<file path="config.mk">
export PLATFORM = sky130hd
export DESIGN_NAME = dcs_supervisor
export DESIGN_NICKNAME = d
export VERILOG_FILES = /design/src/dcs_pkg.sv /design/src/dcs_supervisor.sv
export VERILOG_INCLUDE_DIRS = /design/src /design/src/src
export SDC_FILE = /design/constraint.sdc
export NUM_CORES = 1
export LEC_CHECK = 0
export BUFFER_PORTS_ARGS = -buffer_cell sky130_fd_sc_hd__buf_2
export CORE_MARGIN = 4
export CORE_UTILIZATION = 63
export CTS_CLUSTER_SIZE = 10
export DETAILED_ROUTE_END_ITERATION = 10
export PLACE_DENSITY = 0.86
export SKIP_CTS_REPAIR_TIMING = 1
export SYNTH_ARGS = -nofsm -noshare
export SYNTH_HDL_FRONTEND = slang
export SYNTH_SLANG_ARGS = --single-unit
</file>
<file path="constraint.sdc">
create_clock -name CLK -period 14.9 [get_ports CLK]
set_input_delay 1.49 -clock CLK [delete_from_list [all_inputs] [get_ports CLK]]
set_output_delay 1.49 -clock CLK [all_outputs]
set_load 0.02 [all_outputs]
</file>
<file path="src/dcs_defines.svh">
`ifndef DCS_DEFINES_SVH
`define DCS_DEFINES_SVH
`define DCS_OFS_SOFT 8'h00
`define DCS_OFS_OTACT 8'h04
`define DCS_OFS_LINK 8'h08
`define DCS_OFS_MODE2 8'h0C
`define DCS_OFS_OTLVL 8'h10
`define DCS_OFS_OTTIME 8'h14
`define DCS_OFS_MFO 8'h18
`define DCS_OFS_MFI 8'h1C
`define DCS_OFS_STATUS 8'h20
`define DCS_OFS_OUTREF 8'h24
`define DCS_RST_OTLVL 16'h00A0
`define DCS_RST_OTTIME_MS 16'h0064
`define DCS_OT_HYST_PCT 16'h000A
`define DCS_CLK_MHZ 100
`define DCS_TICK_US 1000
`define DCS_TICK_CYC (`DCS_CLK_MHZ * `DCS_TICK_US)
`define DCS_SCAN_MS 2
`define DCS_HOLD_MS 400
`define DCS_SC_02_MS 16'h00C8
`define DCS_SC_05_MS 16'h01F4
`define DCS_SC_10_MS 16'h03E8
`define DCS_OT_CODE 4'hB
`define DCS_LR_CODE 4'h1
`endif

</file>
<file path="src/dcs_pkg.sv">
package dcs_pkg;
    typedef enum logic [1:0] {
        DCS_SRC_LINK = 2'b00,
        DCS_SRC_TERM = 2'b01,
        DCS_SRC_KEY = 2'b10
    } dcs_src_type;
    typedef enum logic [1:0] {
        DCS_STOP_RAMP1 = 2'b00,
        DCS_STOP_COAST = 2'b01,
        DCS_STOP_RAMP2 = 2'b10,
        DCS_STOP_CONT = 2'b11
    } dcs_stop_type;
    typedef enum logic [1:0] {
        DCS_HOLD_IDLE = 2'b00,
        DCS_HOLD_ACT = 2'b01
    } dcs_hold_type;
    typedef struct packed {
        logic forward_run;
        logic reverse_run;
        logic [9:0] ref_pct;
    } dcs_cmd_type;
endpackage

</file>
<file path="src/dcs_supervisor.sv">
`timescale 1ns/100ps
`include "dcs_defines.svh"
module dcs_supervisor (
    input wire logic CLK,
    input wire logic RST_N,
    input wire logic [31:0] S_AXI_AWADDR,
    input wire logic S_AXI_AWVALID,
    output logic S_AXI_AWREADY,
    input wire logic [31:0] S_AXI_WDATA,
    input wire logic [3:0] S_AXI_WSTRB,
    input wire logic S_AXI_WVALID,
    output logic S_AXI_WREADY,
    output logic [1:0] S_AXI_BRESP,
    output logic S_AXI_BVALID,
    input wire logic S_AXI_BREADY,
    input wire logic [31:0] S_AXI_ARADDR,
    input wire logic S_AXI_ARVALID,
    output logic S_AXI_ARREADY,
    output logic [31:0] S_AXI_RDATA,
    output logic [1:0] S_AXI_RRESP,
    output logic S_AXI_RVALID,
    input wire logic S_AXI_RREADY,
    input wire logic [7:0] TERMINAL_IN,
    input wire logic [9:0] TERMINAL_REF,
    input wire logic KEY_RUN,
    input wire logic KEY_STOP,
    input wire logic KEY_FWD_REV,
    input wire logic KEY_DUAL,
    input wire logic [9:0] KEY_REF,
    input wire dcs_pkg::dcs_cmd_type LINK_CMD,
    input wire logic LINK_ERROR,
    input wire logic [15:0] OUTPUT_CURRENT,
    input wire logic [9:0] OUTPUT_FREQ,
    input wire logic FREQ_AGREE,
    input wire logic DC_BRAKING,
    input wire logic RUNNING,
    output logic RUN_FWD,
    output logic RUN_REV,
    output logic JOG,
    output logic [9:0] FREQ_REF,
    output logic [15:0] SCURVE_MS,
    output logic SCURVE_DECEL_END,
    output logic STOP_COAST,
    output logic STOP_DECEL_TWO,
    output logic STOP_REQ,
    output logic OUTPUT_SHUTOFF,
    output logic FAULT_CONTACT,
    output logic OVERTORQUE_INDICATION,
    output logic OVERTORQUE_BLINK,
    output logic [2:0] MF_OUT,
    output logic LOCAL_MODE
);
    // Register file
    logic [3:0] soft_start_reference_select_r;
    logic [3:0] overtorque_action_select_r;
    logic [3:0] serial_link_source_select_r;
    logic [3:0] operation_mode_select_two_r;
    logic [15:0] overtorque_level_r;
    logic [15:0] overtorque_time_r;
    logic [11:0] multifunction_output_setting_r;
    logic [15:0] multifunction_input_setting_r;

    // Digit fields, first digit in bit 0; the stop code reads third digit first
    wire rev_prohibit = operation_mode_select_two_r[1];
    wire scan_once = operation_mode_select_two_r[2];
    wire key_lr = operation_mode_select_two_r[3];
    wire [1:0] scurve_code = soft_start_reference_select_r[1:0];
    wire ref_inverse = soft_start_reference_select_r[2];
    wire hold_en = soft_start_reference_select_r[3];
    wire ot_en = overtorque_action_select_r[0];
    wire ot_anytime = overtorque_action_select_r[1];
    wire ot_trip = overtorque_action_select_r[2];
    wire ref_local_src = serial_link_source_select_r[0];
    wire cmd_local_src = serial_link_source_select_r[1];
    wire [1:0] err_sel = {serial_link_source_select_r[2], serial_link_source_select_r[3]};

    // AXI4-Lite slave: write taken once both channels have arrived
    logic aw_got_r, w_got_r;
    logic [7:0] aw_addr_r;
    logic [31:0] w_data_r;
    logic [3:0] w_strb_r;
    wire do_write = aw_got_r && w_got_r && !S_AXI_BVALID;
    assign S_AXI_AWREADY = !aw_got_r && !S_AXI_BVALID;
    assign S_AXI_WREADY = !w_got_r && !S_AXI_BVALID;
    assign S_AXI_ARREADY = !S_AXI_RVALID;
    wire [7:0] rd_addr = S_AXI_ARADDR[7:0];

    function automatic logic [31:0] put_lanes(input logic [31:0] old, input logic [31:0] nw,
                                              input logic [3:0] strb);
        logic [31:0] res;
        res = old;
        for (int i = 0; i < 4; i++) begin
            if (strb[i]) res[i*8 +: 8] = nw[i*8 +: 8];
        end
        return res;
    endfunction

    function automatic logic mapped(input logic [7:0] a);
        return a[1:0] == 2'b00 && a <= `DCS_OFS_OUTREF;
    endfunction

    always_ff @(posedge CLK) begin
        if (!RST_N) begin
            aw_got_r <= 1'b0;
            w_got_r <= 1'b0;
            aw_addr_r <= 8'h00;
            w_data_r <= 32'h0000_0000;
            w_strb_r <= 4'h0;
            S_AXI_BVALID <= 1'b0;
            S_AXI_BRESP <= 2'b00;
        end else begin
            if (S_AXI_AWVALID && S_AXI_AWREADY) begin
                aw_got_r <= 1'b1;
                aw_addr_r <= S_AXI_AWADDR[7:0];
            end
            if (S_AXI_WVALID && S_AXI_WREADY) begin
                w_got_r <= 1'b1;
                w_data_r <= S_AXI_WDATA;
                w_strb_r <= S_AXI_WSTRB;
            end
            if (do_write) begin
                aw_got_r <= 1'b0;
                w_got_r <= 1'b0;
                S_AXI_BVALID <= 1'b1;
                S_AXI_BRESP <= mapped(aw_addr_r) ? 2'b00 : 2'b10;
            end else if (S_AXI_BREADY) begin
                S_AXI_BVALID <= 1'b0;
            end
        end
    end

    // Register writes; status and output words are read only
    wire [31:0] wv = put_lanes(32'h0000_0000, w_data_r, w_strb_r);
    always_ff @(posedge CLK) begin
        if (!RST_N) begin
            soft_start_reference_select_r <= 4'h0;
            overtorque_action_select_r <= 4'h0;
            serial_link_source_select_r <= 4'h3;
            operation_mode_select_two_r <= 4'h0;
            overtorque_level_r <= `DCS_RST_OTLVL;
            overtorque_time_r <= `DCS_RST_OTTIME_MS;
            multifunction_output_setting_r <= 12'h000;
            multifunction_input_setting_r <= 16'h0000;
        end else if (do_write) begin
            case (aw_addr_r)
                `DCS_OFS_SOFT: soft_start_reference_select_r <= wv[3:0];
                `DCS_OFS_OTACT: overtorque_action_select_r <= wv[3:0];
                `DCS_OFS_LINK: serial_link_source_select_r <= wv[3:0];
                `DCS_OFS_MODE2: operation_mode_select_two_r <= wv[3:0];
                `DCS_OFS_OTLVL: overtorque_level_r <= wv[15:0];
                `DCS_OFS_OTTIME: overtorque_time_r <= wv[15:0];
                `DCS_OFS_MFO: multifunction_output_setting_r <= wv[11:0];
                `DCS_OFS_MFI: multifunction_input_setting_r <= wv[15:0];
                default: ;
            endcase
        end
    end

    // Terminal, key and link error pins pass two flops before use; the reference inputs do not
    logic [7:0] term_s1_r, term_s2_r;
    logic [4:0] key_s1_r, key_s2_r;
    always_ff @(posedge CLK) begin
        if (!RST_N) begin
            term_s1_r <= 8'h00;
            term_s2_r <= 8'h00;
            key_s1_r <= 5'h00;
            key_s2_r <= 5'h00;
        end else begin
            term_s1_r <= TERMINAL_IN;
            term_s2_r <= term_s1_r;
            key_s1_r <= {KEY_RUN, KEY_STOP, KEY_FWD_REV, KEY_DUAL, LINK_ERROR};
            key_s2_r <= key_s1_r;
        end
    end
    wire k_run = key_s2_r[4];
    wire k_stop = key_s2_r[3];
    wire k_dir = key_s2_r[2];
    wire k_dual = key_s2_r[1];
    wire link_err = key_s2_r[0];

    // Scan tick; twin sampling filters contact bounce
    localparam int SCAN_CYC = `DCS_TICK_CYC * `DCS_SCAN_MS;
    logic [31:0] scan_cnt_r;
    logic [7:0] samp_r, term_r;
    wire scan_tick = scan_cnt_r == 32'(SCAN_CYC - 1);
    always_ff @(posedge CLK) begin
        if (!RST_N) begin
            scan_cnt_r <= 32'h0000_0000;
            samp_r <= 8'h00;
            term_r <= 8'h00;
        end else begin
            scan_cnt_r <= scan_tick ? 32'h0000_0000 : scan_cnt_r + 32'h0000_0001;
            if (scan_tick) begin
                samp_r <= term_s2_r;
                if (scan_once) term_r <= term_s2_r;
                else if (samp_r == term_s2_r) term_r <= term_s2_r;
            end
        end
    end

    // Local/remote selection
    logic local_r, dual_d_r, dir_d_r;
    wire dual_press = k_dual && !dual_d_r;
    wire [3:0] mfi_code [4];
    genvar g;
    wire [3:0] lr_hit;
    generate
        for (g = 0; g < 4; g++) begin : g_mfi
            assign mfi_code[g] = multifunction_input_setting_r[g*4 +: 4];
            assign lr_hit[g] = mfi_code[g] == `DCS_LR_CODE && term_r[4+g];
        end
    endgenerate
    always_ff @(posedge CLK) begin
        if (!RST_N) begin
            local_r <= 1'b0;
            dual_d_r <= 1'b0;
            dir_d_r <= 1'b0;
        end else begin
            dual_d_r <= k_dual;
            dir_d_r <= k_dir;
            if (key_lr && dual_press && !RUNNING) local_r <= !local_r;
        end
    end
    wire eff_local = local_r || |lr_hit;
    assign LOCAL_MODE = eff_local;
    assign JOG = !key_lr && k_dual && local_r;

    // Source selection
    logic key_fwd_dir_r;
    always_ff @(posedge CLK) begin
        if (!RST_N) key_fwd_dir_r <= 1'b1;
        else if (k_dir && !dir_d_r && !RUNNING) key_fwd_dir_r <= !key_fwd_dir_r;
    end
    wire key_fwd = k_run && key_fwd_dir_r;
    wire key_rev = k_run && !key_fwd_dir_r;
    wire [9:0] term_ref = ref_inverse ? 10'h3FF - TERMINAL_REF : TERMINAL_REF;
    wire [9:0] local_ref = eff_local ? KEY_REF : term_ref;
    wire [9:0] sel_ref = ref_local_src ? local_ref : LINK_CMD.ref_pct;
    wire sel_fwd = cmd_local_src ? (eff_local ? key_fwd : term_r[0]) : LINK_CMD.forward_run;
    wire sel_rev = cmd_local_src ? (eff_local ? key_rev : term_r[1]) : LINK_CMD.reverse_run;

    // Reference loss hold
    localparam int HOLD_CYC = `DCS_TICK_CYC * `DCS_HOLD_MS;
    logic [31:0] hold_cnt_r;
    logic [9:0] ref_prev_r, hold_ref_r;
    dcs_pkg::dcs_hold_type hold_st_r;
    wire hold_tick = hold_cnt_r == 32'(HOLD_CYC - 1);
    wire [19:0] prev_x10 = 20'(ref_prev_r) * 20'd10;
    wire [19:0] cur_x100 = 20'(sel_ref) * 20'd100;
    wire ref_lost = cur_x100 < prev_x10;
    wire [9:0] eighty = 10'((20'(ref_prev_r) * 20'd80) / 20'd100);
    wire low_freq = 20'(OUTPUT_FREQ) * 20'd100 < 20'd5 * 20'h003FF;
    wire stop_cmd = !(sel_fwd || sel_rev);
    always_ff @(posedge CLK) begin
        if (!RST_N) begin
            hold_cnt_r <= 32'h0000_0000;
            ref_prev_r <= 10'h000;
            hold_ref_r <= 10'h000;
            hold_st_r <= dcs_pkg::DCS_HOLD_IDLE;
        end else begin
            hold_cnt_r <= hold_tick ? 32'h0000_0000 : hold_cnt_r + 32'h0000_0001;
            case (hold_st_r)
                dcs_pkg::DCS_HOLD_IDLE: begin
                    if (hold_tick) begin
                        if (hold_en && ref_lost && !low_freq && !stop_cmd) begin
                            hold_st_r <= dcs_pkg::DCS_HOLD_ACT;
                            hold_ref_r <= eighty;
                        end else begin
                            ref_prev_r <= sel_ref;
                        end
                    end
                end
                dcs_pkg::DCS_HOLD_ACT: begin
                    if (!hold_en || stop_cmd || sel_ref > hold_ref_r) begin
                        hold_st_r <= dcs_pkg::DCS_HOLD_IDLE;
                        ref_prev_r <= sel_ref;
                    end
                end
                default: hold_st_r <= dcs_pkg::DCS_HOLD_IDLE;
            endcase
        end
    end
    wire holding = hold_st_r == dcs_pkg::DCS_HOLD_ACT;

    // Overtorque timer at 1 ms resolution with release hysteresis
    logic [31:0] ms_cnt_r;
    logic [15:0] ot_ms_r;
    logic ot_r, ot_latch_r;
    wire ms_tick = ms_cnt_r == 32'(`DCS_TICK_CYC - 1);
    wire ot_window = ot_anytime ? !DC_BRAKING : FREQ_AGREE;
    wire [16:0] rel_lvl = 17'(overtorque_level_r) - 17'(`DCS_OT_HYST_PCT);
    wire over_lvl = OUTPUT_CURRENT >= overtorque_level_r;
    wire under_rel = 17'(OUTPUT_CURRENT) < rel_lvl || rel_lvl[16];
    always_ff @(posedge CLK) begin
        if (!RST_N) begin
            ms_cnt_r <= 32'h0000_0000;
            ot_ms_r <= 16'h0000;
            ot_r <= 1'b0;
            ot_latch_r <= 1'b0;
        end else begin
            ms_cnt_r <= ms_tick ? 32'h0000_0000 : ms_cnt_r + 32'h0000_0001;
            if (!ot_en || !ot_window) begin
                ot_ms_r <= 16'h0000;
                ot_r <= 1'b0;
            end else if (!over_lvl) begin
                ot_ms_r <= 16'h0000;
                if (under_rel) ot_r <= 1'b0;
            end else if (ms_tick) begin
                if (ot_ms_r >= overtorque_time_r) ot_r <= 1'b1;
                else ot_ms_r <= ot_ms_r + 16'h0001;
            end
            if (ot_r && ot_trip) ot_latch_r <= 1'b1;
            else if (!RUNNING && !ot_r && k_stop) ot_latch_r <= 1'b0;
        end
    end

    // Multi-function outputs
    generate
        for (g = 0; g < 3; g++) begin : g_mfo
            assign MF_OUT[g] = ot_r && multifunction_output_setting_r[g*4 +: 4] == `DCS_OT_CODE;
        end
    endgenerate
    assign OVERTORQUE_INDICATION = ot_r || ot_latch_r;
    assign OVERTORQUE_BLINK = ot_r && !ot_trip;
    assign OUTPUT_SHUTOFF = ot_latch_r;
    assign FAULT_CONTACT = ot_latch_r;

    // Link error stop method; continue mode waits for the keypad stop key
    dcs_pkg::dcs_stop_type stop_sel;
    assign stop_sel = dcs_pkg::dcs_stop_type'(err_sel);
    wire link_used = !cmd_local_src || !ref_local_src;
    wire err_act = link_err && link_used;
    assign STOP_COAST = err_act && stop_sel == dcs_pkg::DCS_STOP_COAST;
    assign STOP_DECEL_TWO = err_act && stop_sel == dcs_pkg::DCS_STOP_RAMP2;
    wire err_stop = err_act && (stop_sel != dcs_pkg::DCS_STOP_CONT || k_stop);
    assign STOP_REQ = err_stop || (eff_local && k_stop);

    // Run and reference outputs
    logic fwd_r, rev_r;
    logic [9:0] ref_r;
    always_ff @(posedge CLK) begin
        if (!RST_N) begin
            fwd_r <= 1'b0;
            rev_r <= 1'b0;
            ref_r <= 10'h000;
        end else begin
            fwd_r <= sel_fwd && !STOP_REQ && !ot_latch_r;
            rev_r <= sel_rev && !rev_prohibit && !STOP_REQ && !ot_latch_r;
            ref_r <= holding ? hold_ref_r : sel_ref;
        end
    end
    assign RUN_FWD = fwd_r;
    assign RUN_REV = rev_r;
    assign FREQ_REF = ref_r;

    // S-curve choice; code 00 drops the shaping at end of deceleration
    assign SCURVE_MS = scurve_code == 2'b00 ? `DCS_SC_02_MS :
                       scurve_code == 2'b10 ? `DCS_SC_05_MS :
                       scurve_code == 2'b11 ? `DCS_SC_10_MS : 16'h0000;
    assign SCURVE_DECEL_END = scurve_code != 2'b00 && scurve_code != 2'b01;

    // Status and read path
    wire [31:0] status = {27'h0, holding, ot_latch_r, ot_r, eff_local, local_r};
    wire [31:0] rd_mux =
        rd_addr == `DCS_OFS_SOFT ? {28'h0, soft_start_reference_select_r} :
        rd_addr == `DCS_OFS_OTACT ? {28'h0, overtorque_action_select_r} :
        rd_addr == `DCS_OFS_LINK ? {28'h0, serial_link_source_select_r} :
        rd_addr == `DCS_OFS_MODE2 ? {28'h0, operation_mode_select_two_r} :
        rd_addr == `DCS_OFS_OTLVL ? {16'h0, overtorque_level_r} :
        rd_addr == `DCS_OFS_OTTIME ? {16'h0, overtorque_time_r} :
        rd_addr == `DCS_OFS_MFO ? {20'h0, multifunction_output_setting_r} :
        rd_addr == `DCS_OFS_MFI ? {16'h0, multifunction_input_setting_r} :
        rd_addr == `DCS_OFS_STATUS ? status :
        rd_addr == `DCS_OFS_OUTREF ? {22'h0, ref_r} : 32'h0000_0000;
    always_ff @(posedge CLK) begin
        if (!RST_N) begin
            S_AXI_RVALID <= 1'b0;
            S_AXI_RDATA <= 32'h0000_0000;
            S_AXI_RRESP <= 2'b00;
        end else if (S_AXI_ARVALID && S_AXI_ARREADY) begin
            S_AXI_RVALID <= 1'b1;
            S_AXI_RDATA <= rd_mux;
            S_AXI_RRESP <= mapped(rd_addr) ? 2'b00 : 2'b10;
        end else if (S_AXI_RREADY) begin
            S_AXI_RVALID <= 1'b0;
        end
    end
endmodule // dcs_supervisor

</file>
==> run_results.csv <==
group,metric,value,unit
clock_network,clock_sinks,315,
clock_network,clkLatencyLatePin,0.53,ns
outcome,status,"complete, no violations",
global_routing,grt_max_degree,95,
layout,final_area,0.0214,mm2
timing,finalSetupViolCount,0,
critical_path,cp_slowest_cell,"or4_1",
critical_path,r2r_cells,32,
hold_path,hp-class,"flip-flop to flip-flop",
global_routing,grt-ovfl-total,0,
timing,fin_crit_sh,69.1,%
floorplanning,rows,64,
route,drt_iter0_markers,1287,
timing,worst_slew_pin_slew,1.17,ns
layout,stdcell_count,2898,
route,via_per_inst,6.02,
run,cap_violations,0,
power,power_switching,0.490,mW
route,ant_nets,0,
critical_path,cpMostUsedCell,"ha_1",
timing,slew_viol_final,0,
critical_path,r2r-start,"ref_prev_r[3]",
synthesis,yosysUniqueCellTypes,108,
power,ir_drop,0.0839,mV
floorplanning,die_h,184,um
floorplanning,pin_count,263,
timing,setup-tns-final,0,ns
synthesis,synth-seq-area-share,32.4,%
synthesis,synth_area,0.0195,mm2
power,switching_share,25.4,%
global_routing,antenna_found_initial,1,
clock_network,cts.path.max_buffers,3,
global_routing,grt_usage,27.8,%
floorplanning,start_util,63.8,%
power,combPwrFrac,12.6,%
power,clockPowerShare,42.2,%
floorplanning,die_w,184,um
critical_path,slowest_delay,0.75,ns
power,p_leak,8.84,nW
synthesis,syn_inst,2375,
synthesis,synth-edff-count,0,
timing,fin_crit,10.29,ns
layout,layout.nets,2855,
critical_path,cp_data_required_time,15.30,ns
power,p_int,1.44,mW
synthesis,async_flop_share,0,%
critical_path,r2r-end,"hold_ref_r[0]",
power,p_seq_share,45.2,%
synthesis,yosysWarnings,0,
clock_network,htreeDepth,2,
layout,n_antenna_cell,0,
place,placed_cells,2851,
global_routing,grt_pass1_wl,79400,um
timing,max_freq,97.2,MHz
timing,relSlewSlack,22.1,%
layout,final_core_utilization,70.3,%
synthesis,synth_flop_cell,"dfxtp_1",
critical_path,start_kind,"flip-flop",
critical_path,critical_path_class,"flip-flop to flip-flop",
floorplanning,die_area,0.0338,mm2
critical_path,worst_setup_path_end_kind,"flip-flop",
place,place_area,0.0204,mm2
route,wire_per_inst,16.9,um
place,gp_congestion,0.938,
critical_path,crit_path_end,"hold_ref_r[0]",
critical_path,reg2reg_slack,4.61,ns
route,firstDrtPassIters,9,
route,drc,0,
floorplanning,core,0.0305,mm2
synthesis,syn_area_per_cell,8.20,um2
layout,drive_gt1_share,11.4,%
clock_network,cts_buffers,38,
timing,hold_viol,0,
route,drt-total-wl,49100,um
critical_path,startpoint,"ref_prev_r[3]",
place,port_buffers,170,
route,vias,17400,
synthesis,ys_ff_latch,315,
clock_network,cts_tree,"built",
timing,fin_skew,0.0180,ns
critical_path,crit_fanout,9,
critical_path,worst_ep_arrival_time,10.69,ns
layout,syn_to_final_growth,10.1,%
clock_network,cts_root_buf,"clkbuf_16",
clock_network,cts.reportedPaths.clkPinSlew,0.05,ns
power,power_density,89.9,mW/mm2
timing,rsz0062_at_grt,"no",
place,dp_hpwl,36900,um
global_routing,first_global_vias,16600,
[routing by layer]
metal / up-vias / wire length, um / GRT usage (%)
li1: 8443 / - / -
met3: 134 / 3140 / 3.54
met5: - / 0 / 0
met4: 0 / 1940 / 11.2
met2: 632 / 23800 / 48.2
met1: 8226 / 20300 / 35.1
[stage by stage]
stage	worst slack, ns	power, mW	hold WS [ns]
global route	3.90	2.00	0.444
finish	4.61	1.93	0.427
detailed placement	4.80	1.13	0.420
global placement	5.07	1.12	0.415
CTS	4.78	1.93	0.430
floorplan	6.39	1.06	0.412
[power groups by stage]
stage | Clock, mW | Sequential [mW] | Combinational, mW
CTS | 0.820 | 0.871 | 0.243
floorplan | 0 | 0.886 | 0.176
global route | 0.852 | 0.872 | 0.278
finish | 0.814 | 0.871 | 0.242
detailed placement | 0 | 0.888 | 0.239
global placement | 0 | 0.888 | 0.228
[cells in the final DEF (no fill, tap or decap), types with 72 or more instances in the layout]
| cell | instances |
|---|---|
| nand2_1 | 216 |
| o21ai_0 | 103 |
| a21oi_1 | 143 |
| dfxtp_1 | 315 |
| ha_1 | 167 |
| and2_1 | 72 |
| nor2_1 | 315 |
| xor2_1 | 79 |
| buf_2 | 170 |
| inv_1 | 128 |
| xnor2_1 | 86 |
[layout make-up]
class	count	area [um2]
clock buffers	40	968
clock inverters	6	76.3
fillers	2259	9070
inverters	133	502
multi-input cells	1832	12200
flip-flops and latches	315	6310
well taps	396	495
repair buffers	176	900
[how the worst min path moves through the flow]
stage | from | to | slack (ns) | depth (start not counted)
after detailed placement | key_s1_r[1] | key_s2_r[1] | 0.42 | 1
after CTS | term_s1_r[6] | term_s2_r[6] | 0.43 | 1
after global routing | term_s1_r[6] | term_s2_r[6] | 0.44 | 1
after floorplan | key_s1_r[0] | key_s2_r[0] | 0.41 | 1
after global placement | key_s1_r[0] | key_s2_r[0] | 0.42 | 1
final | term_s1_r[6] | term_s2_r[6] | 0.43 | 1
[synthesized netlist by cell type (all sizes together), types with 5 or more instances]
cell type | instances | area share, %
a222oi | 6 | 0.31
xnor2 | 88 | 4.0
nand2 | 216 | 4.2
fa | 11 | 1.1
a22oi | 14 | 0.57
o21bai | 10 | 0.39
a31oi | 15 | 0.66
o22ai | 12 | 0.39
nand2b | 27 | 0.87
nor4 | 26 | 0.87
o21ai | 109 | 2.9
inv | 130 | 2.5
xor2 | 80 | 3.6
ha | 167 | 11
and2 | 72 | 2.3
buf | 39 | 1.4
nor2b | 33 | 1.1
or2 | 8 | 0.27
nand3b | 6 | 0.23
or3 | 12 | 0.41
and3 | 34 | 1.1
clkbuf | 81 | 1.6
o2111ai | 6 | 0.27
and4 | 9 | 0.42
dfxtp | 315 | 32
mux2i | 52 | 2.7
nor3 | 37 | 0.95
a211oi | 37 | 1.5
o211a | 5 | 0.26
o211ai | 18 | 0.77
nand3 | 66 | 1.7
o221ai | 5 | 0.29
a221oi | 7 | 0.31
o21a | 5 | 0.19
mux2 | 17 | 1.0
nor2 | 315 | 6.1
nor4b | 12 | 0.54
a21oi | 145 | 3.8
nand4 | 35 | 1.1
a21o | 17 | 0.69
[worst max-delay path: cells and delay by family, from the launching register on]
kind	cells	cell delay (ns)
AO/OA/AOI/OAI	16	4.90
XOR/XNOR	3	0.91
AND/OR/NAND/NOR	6	1.92
adder cells (fa/ha/maj)	5	1.46
multiplexers	2	0.54
flip-flops	1	0.40
[registers in the layout, indices dropped and copies added (netlist names), 5 cells and up]
register and count:
term_r 6, multifunction_input_setting_r 16, w_data_r 16, ms_cnt_r 32
overtorque_level_r 16, scan_cnt_r 32, samp_r 8, multifunction_output_setting_r 12
key_s1_r 5, ot_ms_r 16, overtorque_time_r 16, ref_prev_r 10
FREQ_REF 10, aw_addr_r 8, hold_ref_r 10, S_AXI_RDATA 16
key_s2_r 5, hold_cnt_r 32, term_s1_r 8, term_s2_r 8
[cell families (layout without fill, tap and decap cells)]
family / Yosys count / count (layout) / synth area share [%]
mux: 69 / 69 / 3.72
buf+inv: 253 / 355 / 5.50
other cells: 1 / 26 / 0.0193
compound gates: 464 / 464 / 15.9
simple gates: 926 / 926 / 22.9
fa+ha+maj: 179 / 179 / 11.9
flops: 315 / 315 / 32.4
xor+xnor: 168 / 168 / 7.67
Note: power is estimated with default switching activity, not from simulation.
